**src/hw/clts_pkg.sv**
```systemverilog
package clts_pkg;
    // register byte offsets on the apb slave
    localparam logic [7:0] OFF_CTRL      = 8'h00;
    localparam logic [7:0] OFF_LENGTH    = 8'h04;
    localparam logic [7:0] OFF_DELAY     = 8'h08;
    localparam logic [7:0] OFF_TOL       = 8'h0c;
    localparam logic [7:0] OFF_STATUS    = 8'h10;
    localparam logic [7:0] OFF_POSITION  = 8'h14;
    localparam logic [7:0] OFF_SPEED     = 8'h18;
    localparam logic [7:0] OFF_TARGET    = 8'h1c;
    localparam logic [7:0] OFF_STOPADJ   = 8'h20;
    localparam logic [7:0] OFF_DECEL     = 8'h24;
    localparam logic [7:0] OFF_OVERSHOOT = 8'h28;

    // control register fields
    localparam int CTRL_SPEED_COMP = 0;
    localparam int CTRL_ADAPT_SLOW = 1;
    localparam int CTRL_REMOTE_RUN = 2;
    localparam int CTRL_TYPE_LSB   = 4;
    localparam int CTRL_TYPE_W     = 2;
    localparam logic [31:0] CTRL_RESET = 32'h0000_0000;

    // machine type codes from the configuration switches
    localparam logic [1:0] TYPE_FLYING   = 2'h0;
    localparam logic [1:0] TYPE_STOP_1SP = 2'h1;
    localparam logic [1:0] TYPE_STOP_2SP = 2'h2;
    localparam logic [1:0] TYPE_FLY_2SP  = 2'h3;

    // reset values
    localparam logic [31:0] LENGTH_RESET  = 32'h0000_03e8;
    localparam logic [15:0] DELAY_RESET   = 16'h0000;
    localparam logic [15:0] TOL_RESET     = 16'h0004;
    localparam logic [15:0] DECEL_RESET   = 16'h0010;

    // speed sampling window: 1 ms at 250 MHz
    localparam int SYS_CLK_MHZ       = 250;
    localparam int SAMPLE_US         = 1000;
    localparam int SAMPLE_CYCLES     = SAMPLE_US * SYS_CLK_MHZ;
    localparam int SAMPLE_CW         = 18;

    typedef enum logic [2:0] {
        CLTS_HALT,
        CLTS_RUN_FAST,
        CLTS_RUN_SLOW,
        CLTS_STOPPING,
        CLTS_SETTLE
    } clts_state_t;
endpackage : clts_pkg

```
**src/hw/clts_top.sv**
```systemverilog
// Overview of operation
// without compensation a shear pulse fires each time the count passes one part length.
// with speed compensation each shear target is pulled in by speed times press delay.
// on feed-to-stop machines the stop is issued early by speed times stopping delay.
// after each feed move the stop error is measured and the stop advance is trimmed.
// a programmed tolerance decides whether the stop was accurate and whether to learn.
// adaptive slow-down shifts to creep at a point computed from speed and deceleration; the code shifts only on feed-to-stop machines.
// on feed-to-stop machines a manual cycle is allowed only in halt.
// on flying machines a manual crop cut is allowed while running.
// automatic shear firing happens only in run mode.
// emergency stop or overload forces halt.
// run and halt come from the panel or a remote contact, per configuration.
// sequencing follows the machine type setting.
// halt stops production and returns to manual mode, local or remote.
// run enters automatic mode unless remote run makes the panel button ignored.
// jog requests are honoured only in manual mode.
// line speed is counts per fixed sampling window, refreshed every window.
//
// Design decisions made here: the register addresses and the APB slave port.
`timescale 1ns/100ps
module clts_top #(
    parameter int SAMPLE_CYCLES = clts_pkg::SAMPLE_CYCLES
) (
    input  wire logic        SYS_CLK_IN,
    input  wire logic        RST_IN,
    input  wire logic        PSEL_IN,
    input  wire logic        PENABLE_IN,
    input  wire logic        PWRITE_IN,
    input  wire logic [7:0]  PADDR_IN,
    input  wire logic [31:0] PWDATA_IN,
    output logic      [31:0] PRDATA_OUT,
    output logic             PREADY_OUT,
    output logic             PSLVERR_OUT,
    input  wire logic        ENC_STEP_IN,
    input  wire logic        ENC_DIR_IN,
    input  wire logic        RUN_BTN_IN,
    input  wire logic        HALT_BTN_IN,
    input  wire logic        CYCLE_BTN_IN,
    input  wire logic        REMOTE_RUN_IN,
    input  wire logic        REMOTE_HALT_IN,
    input  wire logic        ESTOP_IN,
    input  wire logic        OVERLOAD_IN,
    input  wire logic        JOG_FWD_IN,
    input  wire logic        JOG_REV_IN,
    output logic             SHEAR_OUT,
    output logic             RUN_OUT,
    output logic             FWD_OUT,
    output logic             SLOW_OUT,
    output logic             REV_OUT
);
    clts_pkg::clts_state_t state_r;
    logic [31:0] ctrl_r;
    logic [31:0] length_r;
    logic [15:0] delay_r;
    logic [15:0] tol_r;
    logic [15:0] decel_r;
    logic [31:0] pos_r;
    logic [31:0] base_r;
    logic [15:0] speed_r;
    localparam int SAMPLE_CW_W = clts_pkg::SAMPLE_CW;
    logic [15:0] win_cnt_r;
    logic [SAMPLE_CW_W-1:0] tick_r;
    logic [31:0] stopadj_r;
    logic [31:0] over_r;
    logic        accurate_r;
    logic        btn_q_r;

    logic [1:0]  mtype;
    logic        stop_type;
    logic        two_speed;
    logic        run_cmd;
    logic        halt_cmd;
    logic        fault;
    logic        in_run;
    logic [31:0] nominal;
    logic [31:0] target;
    logic [31:0] slow_pt;
    logic        cycle_ok;
    logic        cycle_edge;
    logic        setup;
    logic        access;

    // scaled product of speed and a delay or decel figure, used in two places
    function automatic logic [31:0] clts_scale(input logic [15:0] a, input logic [15:0] b);
        logic [31:0] p;
        p = a * b;
        return {8'h00, p[31:8]};
    endfunction

    // machine type decode
    assign mtype     = ctrl_r[clts_pkg::CTRL_TYPE_LSB +: clts_pkg::CTRL_TYPE_W];
    assign stop_type = (mtype == clts_pkg::TYPE_STOP_1SP) || (mtype == clts_pkg::TYPE_STOP_2SP);
    assign two_speed = (mtype == clts_pkg::TYPE_STOP_2SP) || (mtype == clts_pkg::TYPE_FLY_2SP);

    // command sources: panel run dropped under remote run, halt from either source
    assign run_cmd  = ctrl_r[clts_pkg::CTRL_REMOTE_RUN] ? REMOTE_RUN_IN : RUN_BTN_IN;
    assign halt_cmd = HALT_BTN_IN | REMOTE_HALT_IN;
    assign fault    = ESTOP_IN | OVERLOAD_IN;
    assign in_run   = (state_r != clts_pkg::CLTS_HALT);

    // targets: nominal next cut, pulled in by speed times delay
    assign nominal = base_r + length_r;
    assign target  = ctrl_r[clts_pkg::CTRL_SPEED_COMP] || stop_type
                   ? nominal - clts_scale(speed_r, delay_r) - (stop_type ? stopadj_r : 32'h0)
                   : nominal;
    // slow shift: speed squared over decel when adaptive, else a fixed decel distance
    assign slow_pt = ctrl_r[clts_pkg::CTRL_ADAPT_SLOW]
                   ? target - clts_scale(speed_r, speed_r / (decel_r | 16'h0001))
                   : target - {16'h0000, decel_r};

    // manual cycle allowed in halt always, in run only on flying machines
    assign cycle_ok   = !in_run || !stop_type;
    assign cycle_edge = CYCLE_BTN_IN && !btn_q_r;

    // apb phases
    assign setup  = PSEL_IN && !PENABLE_IN;
    assign access = PSEL_IN && PENABLE_IN;

    // button edge memory; resets to the released level, so a button held through reset reads as a press
    always_ff @(posedge SYS_CLK_IN or posedge RST_IN) begin
        if (RST_IN) begin
            btn_q_r <= 1'b0;
        end else begin
            btn_q_r <= CYCLE_BTN_IN;
        end
    end

    // encoder position, signed by direction; tracks through halt so nothing is lost
    always_ff @(posedge SYS_CLK_IN or posedge RST_IN) begin
        if (RST_IN) begin
            pos_r <= 32'h0;
        end else if (ENC_STEP_IN) begin
            pos_r <= ENC_DIR_IN ? pos_r - 32'h1 : pos_r + 32'h1;
        end
    end

    // speed estimate: counts in a fixed window, latched each window
    always_ff @(posedge SYS_CLK_IN or posedge RST_IN) begin
        if (RST_IN) begin
            tick_r    <= '0;
            win_cnt_r <= 16'h0;
            speed_r   <= 16'h0;
        end else if (tick_r == SAMPLE_CW_W'(SAMPLE_CYCLES - 1)) begin
            tick_r    <= '0;
            // saturate rather than wrap: a wrapped count would look like a stopped line
            speed_r   <= (win_cnt_r == 16'hffff) ? win_cnt_r
                                                : win_cnt_r + {15'h0, ENC_STEP_IN};
            win_cnt_r <= 16'h0;
        end else begin
            tick_r    <= tick_r + 1'b1;
            if (ENC_STEP_IN && win_cnt_r != 16'hffff) begin
                win_cnt_r <= win_cnt_r + 16'h1;
            end
        end
    end

    // sequencer: halt has priority, faults force halt from anywhere
    always_ff @(posedge SYS_CLK_IN or posedge RST_IN) begin
        if (RST_IN) begin
            state_r <= clts_pkg::CLTS_HALT;
        end else if (fault || halt_cmd) begin
            state_r <= clts_pkg::CLTS_HALT;
        end else begin
            unique case (state_r)
                clts_pkg::CLTS_HALT: begin
                    if (run_cmd) begin
                        state_r <= two_speed ? clts_pkg::CLTS_RUN_FAST
                                             : clts_pkg::CLTS_RUN_SLOW;
                    end
                end
                clts_pkg::CLTS_RUN_FAST: begin
                    if (stop_type && $signed(pos_r - slow_pt) >= 0) begin
                        state_r <= clts_pkg::CLTS_RUN_SLOW;
                    end
                end
                clts_pkg::CLTS_RUN_SLOW: begin
                    if (stop_type && $signed(pos_r - target) >= 0) begin
                        state_r <= clts_pkg::CLTS_STOPPING;
                    end
                end
                clts_pkg::CLTS_STOPPING: begin
                    if (tick_r == '0 && speed_r == 16'h0) begin
                        state_r <= clts_pkg::CLTS_SETTLE;
                    end
                end
                clts_pkg::CLTS_SETTLE: begin
                    state_r <= two_speed ? clts_pkg::CLTS_RUN_FAST
                                         : clts_pkg::CLTS_RUN_SLOW;
                end
            endcase
        end
    end

    // shear firing and part base advance
    always_ff @(posedge SYS_CLK_IN or posedge RST_IN) begin
        if (RST_IN) begin
            SHEAR_OUT <= 1'b0;
            base_r    <= 32'h0;
        end else begin
            SHEAR_OUT <= 1'b0;
            if (state_r == clts_pkg::CLTS_SETTLE) begin
                SHEAR_OUT <= 1'b1;
                base_r    <= nominal;
            end else if (in_run && !stop_type && $signed(pos_r - target) >= 0) begin
                SHEAR_OUT <= 1'b1;
                base_r    <= nominal;
            end else if (cycle_edge && cycle_ok) begin
                SHEAR_OUT <= 1'b1;
                base_r    <= pos_r; // a manual cut zeroes the length count
            end
        end
    end

    // overshoot learning once the material is at rest
    always_ff @(posedge SYS_CLK_IN or posedge RST_IN) begin
        if (RST_IN) begin
            stopadj_r  <= 32'h0;
            over_r     <= 32'h0;
            accurate_r <= 1'b0;
        end else if (state_r == clts_pkg::CLTS_SETTLE) begin
            over_r <= pos_r - nominal;
            if ($signed(pos_r - nominal) > $signed({16'h0, tol_r})) begin
                stopadj_r  <= stopadj_r + 32'h1;
                accurate_r <= 1'b0;
            end else if ($signed(nominal - pos_r) > $signed({16'h0, tol_r})) begin
                stopadj_r  <= (stopadj_r == 32'h0) ? 32'h0 : stopadj_r - 32'h1;
                accurate_r <= 1'b0;
            end else begin
                accurate_r <= 1'b1;
            end
        end
    end

    // motion outputs; jog only in manual mode
    always_ff @(posedge SYS_CLK_IN or posedge RST_IN) begin
        if (RST_IN) begin
            RUN_OUT  <= 1'b0;
            FWD_OUT  <= 1'b0;
            SLOW_OUT <= 1'b0;
            REV_OUT  <= 1'b0;
        end else begin
            RUN_OUT  <= in_run && !fault && !halt_cmd;
            FWD_OUT  <= (state_r == clts_pkg::CLTS_RUN_FAST) ||
                        (state_r == clts_pkg::CLTS_RUN_SLOW) ||
                        (!in_run && JOG_FWD_IN && !JOG_REV_IN);
            SLOW_OUT <= (state_r == clts_pkg::CLTS_RUN_SLOW) ||
                        (!in_run && (JOG_FWD_IN ^ JOG_REV_IN));
            REV_OUT  <= !in_run && JOG_REV_IN && !JOG_FWD_IN;
        end
    end

    // apb write side
    always_ff @(posedge SYS_CLK_IN or posedge RST_IN) begin
        if (RST_IN) begin
            ctrl_r   <= clts_pkg::CTRL_RESET;
            length_r <= clts_pkg::LENGTH_RESET;
            delay_r  <= clts_pkg::DELAY_RESET;
            tol_r    <= clts_pkg::TOL_RESET;
            decel_r  <= clts_pkg::DECEL_RESET;
        end else if (access && PWRITE_IN) begin
            unique case (PADDR_IN)
                clts_pkg::OFF_CTRL:   ctrl_r   <= PWDATA_IN & 32'h0000_0037;
                clts_pkg::OFF_LENGTH: length_r <= PWDATA_IN;
                clts_pkg::OFF_DELAY:  delay_r  <= PWDATA_IN[15:0];
                clts_pkg::OFF_TOL:    tol_r    <= PWDATA_IN[15:0];
                clts_pkg::OFF_DECEL:  decel_r  <= PWDATA_IN[15:0];
                default: ;
            endcase
        end
    end

    // apb read side: zero wait states, data registered in setup
    always_ff @(posedge SYS_CLK_IN or posedge RST_IN) begin
        if (RST_IN) begin
            PRDATA_OUT  <= 32'h0;
            PREADY_OUT  <= 1'b0;
            PSLVERR_OUT <= 1'b0;
        end else begin
            PREADY_OUT  <= setup;
            PSLVERR_OUT <= 1'b0;
            PRDATA_OUT  <= 32'h0;
            if (setup) begin
                unique case (PADDR_IN)
                    clts_pkg::OFF_CTRL:      PRDATA_OUT <= ctrl_r;
                    clts_pkg::OFF_LENGTH:    PRDATA_OUT <= length_r;
                    clts_pkg::OFF_DELAY:     PRDATA_OUT <= {16'h0, delay_r};
                    clts_pkg::OFF_TOL:       PRDATA_OUT <= {16'h0, tol_r};
                    clts_pkg::OFF_STATUS:    PRDATA_OUT <= {27'h0, accurate_r, 1'b0,
                                                            3'(state_r)};
                    clts_pkg::OFF_POSITION:  PRDATA_OUT <= pos_r;
                    clts_pkg::OFF_SPEED:     PRDATA_OUT <= {16'h0, speed_r};
                    clts_pkg::OFF_TARGET:    PRDATA_OUT <= target;
                    clts_pkg::OFF_STOPADJ:   PRDATA_OUT <= stopadj_r;
                    clts_pkg::OFF_DECEL:     PRDATA_OUT <= {16'h0, decel_r};
                    clts_pkg::OFF_OVERSHOOT: PRDATA_OUT <= over_r;
                    default:                 PSLVERR_OUT <= !PWRITE_IN; // unmapped read only
                endcase
            end
        end
    end
endmodule // clts_top

```
**config.mk**
```make
export PLATFORM = sky130hd
export DESIGN_NAME = clts_top
export DESIGN_NICKNAME = d
export VERILOG_FILES = /design/src/hw/clts_pkg.sv /design/src/hw/clts_top.sv
export SDC_FILE = /design/constraint.sdc
export NUM_CORES = 2
export LEC_CHECK = 0
export BUFFER_PORTS_ARGS = -buffer_cell sky130_fd_sc_hd__buf_2
export CAP_MARGIN = 20
export CORE_MARGIN = 2
export CORE_UTILIZATION = 62
export CTS_BUF_LIST = sky130_fd_sc_hd__clkbuf_8 sky130_fd_sc_hd__clkbuf_16
export CTS_CLUSTER_SIZE = 14
export DETAILED_ROUTE_END_ITERATION = 7
export PLACE_DENSITY_LB_ADDON = 0.25
export SLEW_MARGIN = 20
export SYNTH_ARGS = -nofsm -noshare
export SYNTH_HDL_FRONTEND = slang
export SYNTH_SLANG_ARGS = --single-unit
```
**constraint.sdc**
```tcl
create_clock -name SYS_CLK_IN -period 61.1 [get_ports SYS_CLK_IN]
set_input_delay 9.165 -clock SYS_CLK_IN [delete_from_list [all_inputs] [get_ports SYS_CLK_IN]]
set_output_delay 9.165 -clock SYS_CLK_IN [all_outputs]
set_load 0.02 [all_outputs]
```
# After elaboration in Yosys (flattened, before gate mapping)
# Index checks and enable logic that the tools add are counted.
# W data, S select, Z words.
[totals]
ff_bits = 307
input_bits = 56
[op_classes]
addsub = 16
mul = 2
div = 1
order_cmp = 4
eq_ne = 24
muxes = 31
n_bitwise = 3
reduce_logical = 52
[op_table]
columns = ["operator", "n"]
rows = [
  ["$mux W32", 11],
  ["$pmux W32 S11", 1],
  ["$sub A32 B32 Y32", 5],
  ["$add A32 B1 Y32 const B", 2],
  ["$ge A32 B1 Y1 const B", 2],
  ["$gt A32 B17 Y1", 2],
  ["$mul A16 B16 Y32", 2],
  ["$sub A32 B1 Y32 const B", 2],
  ["$sub A32 B24 Y32", 2],
  ["$mux W16", 3],
  ["$add A32 B32 Y32", 1],
  ["$eq A8 B5 Y1 const B", 4],
  ["$logic_not A32 Y1", 1],
  ["$sub A32 B16 Y32", 1],
  ["$eq A8 B6 Y1 const B", 3],
  ["$add A18 B1 Y18 const B", 1],
  ["$eq A18 B18 Y1 const B", 1],
  ["$logic_and A1 B1 Y1", 18],
  ["$logic_not A18 Y1", 1],
  ["$mux W18", 1],
  ["$add A16 B1 Y16", 1],
  ["$add A16 B1 Y16 const B", 1],
  ["$div A16 B16 Y16", 1],
  ["$eq A16 B16 Y1 const B", 1],
  ["25 further kinds", 65],
]

# Depth between registers and ports, before layout
[logic_depth]
ltp_word = 13
mapped_depth = 183
mapped_depth_nobuf = 168

# Least setup slack after synthesis
# Ideal clock, no wire load.
[synth_timing]
kind = "register to register"
start = "register decel_r[15]"
end = "register state_r[1]"
arrival_time_ps = 35930
t_required_ps = 60982
slack_ps = 25052
path_stages_with_launch = 168
path_buffers = 19
synth_period_minus_slack_ps = 36048
path_cell_list = "dfrtp_1 clkbuf_1 nor3_2 nand4_1 nor2_2 nand3_1 o21a_1 ha_1 nor2_1 o41a_1 or2_2 ha_1 a21o_1 a21oi_1 nor3_1 clkbuf_1 xor2_1 ha_1 [... 132 more ...] ha_1 a21oi_1 o2111ai_1 nand3_1 a21boi_0 a221o_1 a31oi_1 nand2_1 xnor2_1 ha_1 nand4_1 nor4_1 o21ai_0 a31oi_1 xor2_1 xnor2_1 nor2_1 a21o_1"
[synth_between]
elab_chain_cells = 9
elab_cells_between_ends = 10
[synth_lines]
columns = ["element", "line", "text"]
rows = [
  ["from (decl)", "clts_top.sv:56", "logic [15:0] decel_r;"],
  ["from (signal assigned)", "clts_top.sv:259", "decel_r <= clts_pkg::DECEL_RESET;"],
  ["from (signal assigned)", "clts_top.sv:266", "clts_pkg::OFF_DECEL: decel_r <= PWDATA_IN[15:0];"],
  ["$div A16 B16 Y16", "clts_top.sv:108", "? target - clts_scale(speed_r, speed_r / (decel_r | 16'h0001))"],
  ["$mul A16 B16 Y32", "clts_top.sv:86", "p = a * b;"],
  ["$sub A32 B24 Y32", "clts_top.sv:108", ""],
  ["$mux W32 (*)", "clts_top.sv:108", ""],
  ["$sub A32 B32 Y32 (*)", "clts_top.sv:172", "if (stop_type && $signed(pos_r - slow_pt) >= 0) begin"],
  ["$ge A32 B1 Y1 (*)", "clts_top.sv:172", ""],
  ["$logic_and A1 B1 Y1 (*)", "clts_top.sv:172", ""],
  ["$ne A3 B3 Y1 (no source line) (*)", "-", ""],
  ["$reduce_and A4 Y1 (no source line) (*)", "-", ""],
  ["to (signal assigned)", "clts_top.sv:173", "state_r <= clts_pkg::CLTS_RUN_SLOW;"],
  ["to (signal assigned)", "clts_top.sv:178", "state_r <= clts_pkg::CLTS_STOPPING;"],
  ["to (signal assigned)", "clts_top.sv:183", "state_r <= clts_pkg::CLTS_SETTLE;"],
  ["to (decl)", "clts_top.sv:51", "clts_pkg::clts_state_t state_r;"],
]
# Mark *: on every way between the ends. The rest lies on a longest branch, timed or not.
# A chain may end at the register's enable or synchronous reset.

# Worst setup path in the final report
[layout_timing]
start = "register decel_r[14]"
end = "register state_r[1]"
# The elaborated chain is that of the path after synthesis.

==> impl_results.md <==
* Initial antenna violation count at 6
* Post-layout worst setup margin at around 18000 ps
* FF+latch count, synth at 307
* Worst R2R End: state_r[1]
* Register area share after synthesis at 15.3%
* Final Instance Count excl. Fillers at between 7000 and 8000
* Outcome: finished, final reports clean
* Worst EP required at 61590 ps
* IO Port Bufs at 94
* Critical Path End Type: flop
* Crit path kind: reg -> reg
* Final Util at 66.0%
* DRT Pass-1 Iters at 8
* Share of the synthesized area in the top cell type at approximately 17%
* Cts hold-fix bufs at 0
* Worst hold stages at 2
* Layout cells sized above 1 at 8.12%
* Mapped Cells at 6025
* DRC at 0
* I/O Pins at 95
* Reg2reg path depth at about 150
* First-pass GRT wire length at 262000 microns
* Share of synthesized registers carrying an async set or reset at 100%
* TritonCTS clock tree: built
* Final setup vio count at 0
* Pin count of the biggest net entering global routing at 106
* Final GP Congestion at 1.04
* Setup TNS at 0 ps
* Inst Count DP at 6975
* Worst r2r src: decel_r[14]
* Synthesized area at 50100 sq um
* CP startpoint kind: flop
* Post-Synthesis Net Count at 7109
* Routed length per instance at approximately 24 microns
* RSZ-0062 raised after global routing: false
* Most frequent cells in the layout: 703 x inv_1, 672 x nand2_1, 612 x ha_1
* Main synth FF type: dfrtp_1
* Largest cells by area after synthesis: fa_1 17%, ha_1 15%, dfrtp_1 15%, inv_1 5.2%, nand2_1 5.0%
* Minimum clock period after layout at approximately 43000 ps
* Final ANT Viol Nets at 0
* Crit path top cell by count: ha_1
* Vias per cell at 6.45
* CP Max Fanout at 37
* Fmax at ~23 MHz
* Layout area overhead at 5.71%
* Worst skew pair latency at about 600 ps
* Total global routing overflow at 0
* Setup Slack @ Placement at about 18000 ps
* Htree depth at 2
* Post CTS Setup Buffer Count at 0
* Num CTS Buffers at 41
* Reg clk slew, reported paths at ~60 ps
* Post-CTS sizing at 0
* Initial Util at between 60% and 70%
* Tightest Pin Transition at 1200 ps
* CTS Sinks at 307
* Worst EP arrival at 43830 ps
* Site row count at 104
* Critical Path Max Stage Delay at 870 ps
* Final Hold Viols at 0
* Unique masters post-synth at 92
* Hold Path End: over_r[23]
* Yosys warnings at 0
* # Max-Cap Violations at 0
* Fin crit share at 70.9%
* Reg-to-reg setup timing slack at 17760 ps
* CTS root buffer: clkbuf_16
* Commonest non-fill, non-tap cell in the layout: inv_1
* DIE HEIGHT at 288 microns
* Worst slew margin at 19.3%
* Die area at 83100 sq um
* Area leader, netlist: fa_1
* Worst min path class: reg -> reg
* Clock Tree Buf Depth at 3
* HP Start: over_r[23]
* Vias in the first global route at 44500
* Overall global routing resource usage at approximately two fifths
* Critical Path Slowest Stage Cell: a211oi_4
* Layout Skew at approximately 47 ps
* Total Wirelength at roughly 170000 microns
* Number of DRC markers in iteration 0 at 4510
* Slew Limit Fails at 0
* Vias post-DR at 45500
* Die Wd at just under 300 microns
* CORE AREA at about 80000 sq um
* Nets at 7042
* Syn_area_per_cell at 8.32 sq um
* Post-DP HPWL at approximately 130000 microns
* Post-synth EDFFs at 0
==> cell families after synthesis <==
| kind of cell | Yosys count | synth area share [%] |
|---|---|---|
| AOI/OAI and AO/OA | 1317 | 17.2 |
| xor gates and xnor gates | 328 | 5.76 |
| adders and majority gates | 1028 | 31.9 |
| buffers and inverters | 993 | 7.51 |
| DFF | 307 | 15.3 |
| muxes | 214 | 4.63 |
| and+or+nand+nor | 1838 | 17.7 |
==> stage by stage <==
step	hold slack [ps]	area, sq um
2_1_floorplan	447	50100
3_3_place_gp	465	51600
3_5_place_dp	472	51600
6_report	478	53000
4_1_cts	483	53000
5_1_grt	497	53000
==> layer usage <==
metal  GRT usage [%]  up-vias  wire, microns
met4            31.3        4          16300
met3            7.34      702          15600
met5               0        -             27
met1            51.8    21900          64300
met2            63.1     2383          73600
li1                -    20500              -
==> worst max-delay path by stage <==
stage	startpoint	end	cells past startpoint
floorplan	decel_r[15]	state_r[1]	167
global placement	decel_r[14]	state_r[1]	153
detailed placement	decel_r[14]	state_r[1]	153
CTS	decel_r[14]	state_r[1]	153
global route	decel_r[14]	state_r[1]	155
finish	decel_r[14]	state_r[1]	153
==> critical path, delay by kind of cell (launching register included) <==
family / cells / cell delay (ps)
AO/OA/AOI/OAI: 70 / 21360
XOR/XNOR: 7 / 1510
adder cells (fa/ha/maj): 23 / 7780
buffers and inverters: 10 / 1980
flip-flops: 1 / 550
multiplexers: 5 / 1800
AND/OR/NAND/NOR: 38 / 8180
==> state kept, by name, indices dropped and copies added, names as in the netlist, 3 cells and up <==
register    cells
length_r       32
tol_r          16
over_r         32
decel_r        16
ctrl_r          5
delay_r        16
base_r         32
win_cnt_r      16
tick_r         18
pos_r          32
stopadj_r      32
PRDATA_OUT     32
state_r         3
speed_r        16
==> synth_stat cells (14+ instances only) <==
cell type	instances
clkbuf_1	249
dfrtp_1	299
xor2_1	131
a211oi_1	36
mux2i_1	73
o211a_1	16
a221oi_1	35
nand2_1	672
a22o_1	25
and3_1	73
nor3_1	99
o211ai_1	28
or2_2	23
a211o_1	15
xnor2_1	196
nor3b_1	14
o31ai_1	17
o21ai_0	220
a31oi_1	78
and4_1	18
nand4_1	68
buf_2	17
o2111ai_1	17
mux2_2	141
ha_1	612
nor4_1	27
nand2b_1	65
a21oi_1	389
nand3_1	99
or3_1	29
fa_1	416
o21a_1	70
buf_1	29
nor2b_1	88
o21bai_1	45
a21o_1	120
and2_1	155
inv_1	694
a22oi_1	53
nor2_1	364
==> cell type report <==
class / count / area, sq um
Multi-Input combinational cell: 4725 / 38800
Fill cell: 6799 / 27300
Sequential cell: 307 / 7690
Inverter: 695 / 2620
Tap cell: 1060 / 1330
Timing Repair Buffer: 188 / 1180
Clock buffer: 49 / 1140
Clock inverter: 22 / 239
Antenna cell: 5 / 12.5
Power is not shown: default switching activity piles up to over one toggle a cycle in this logic, so the estimate is an artifact.
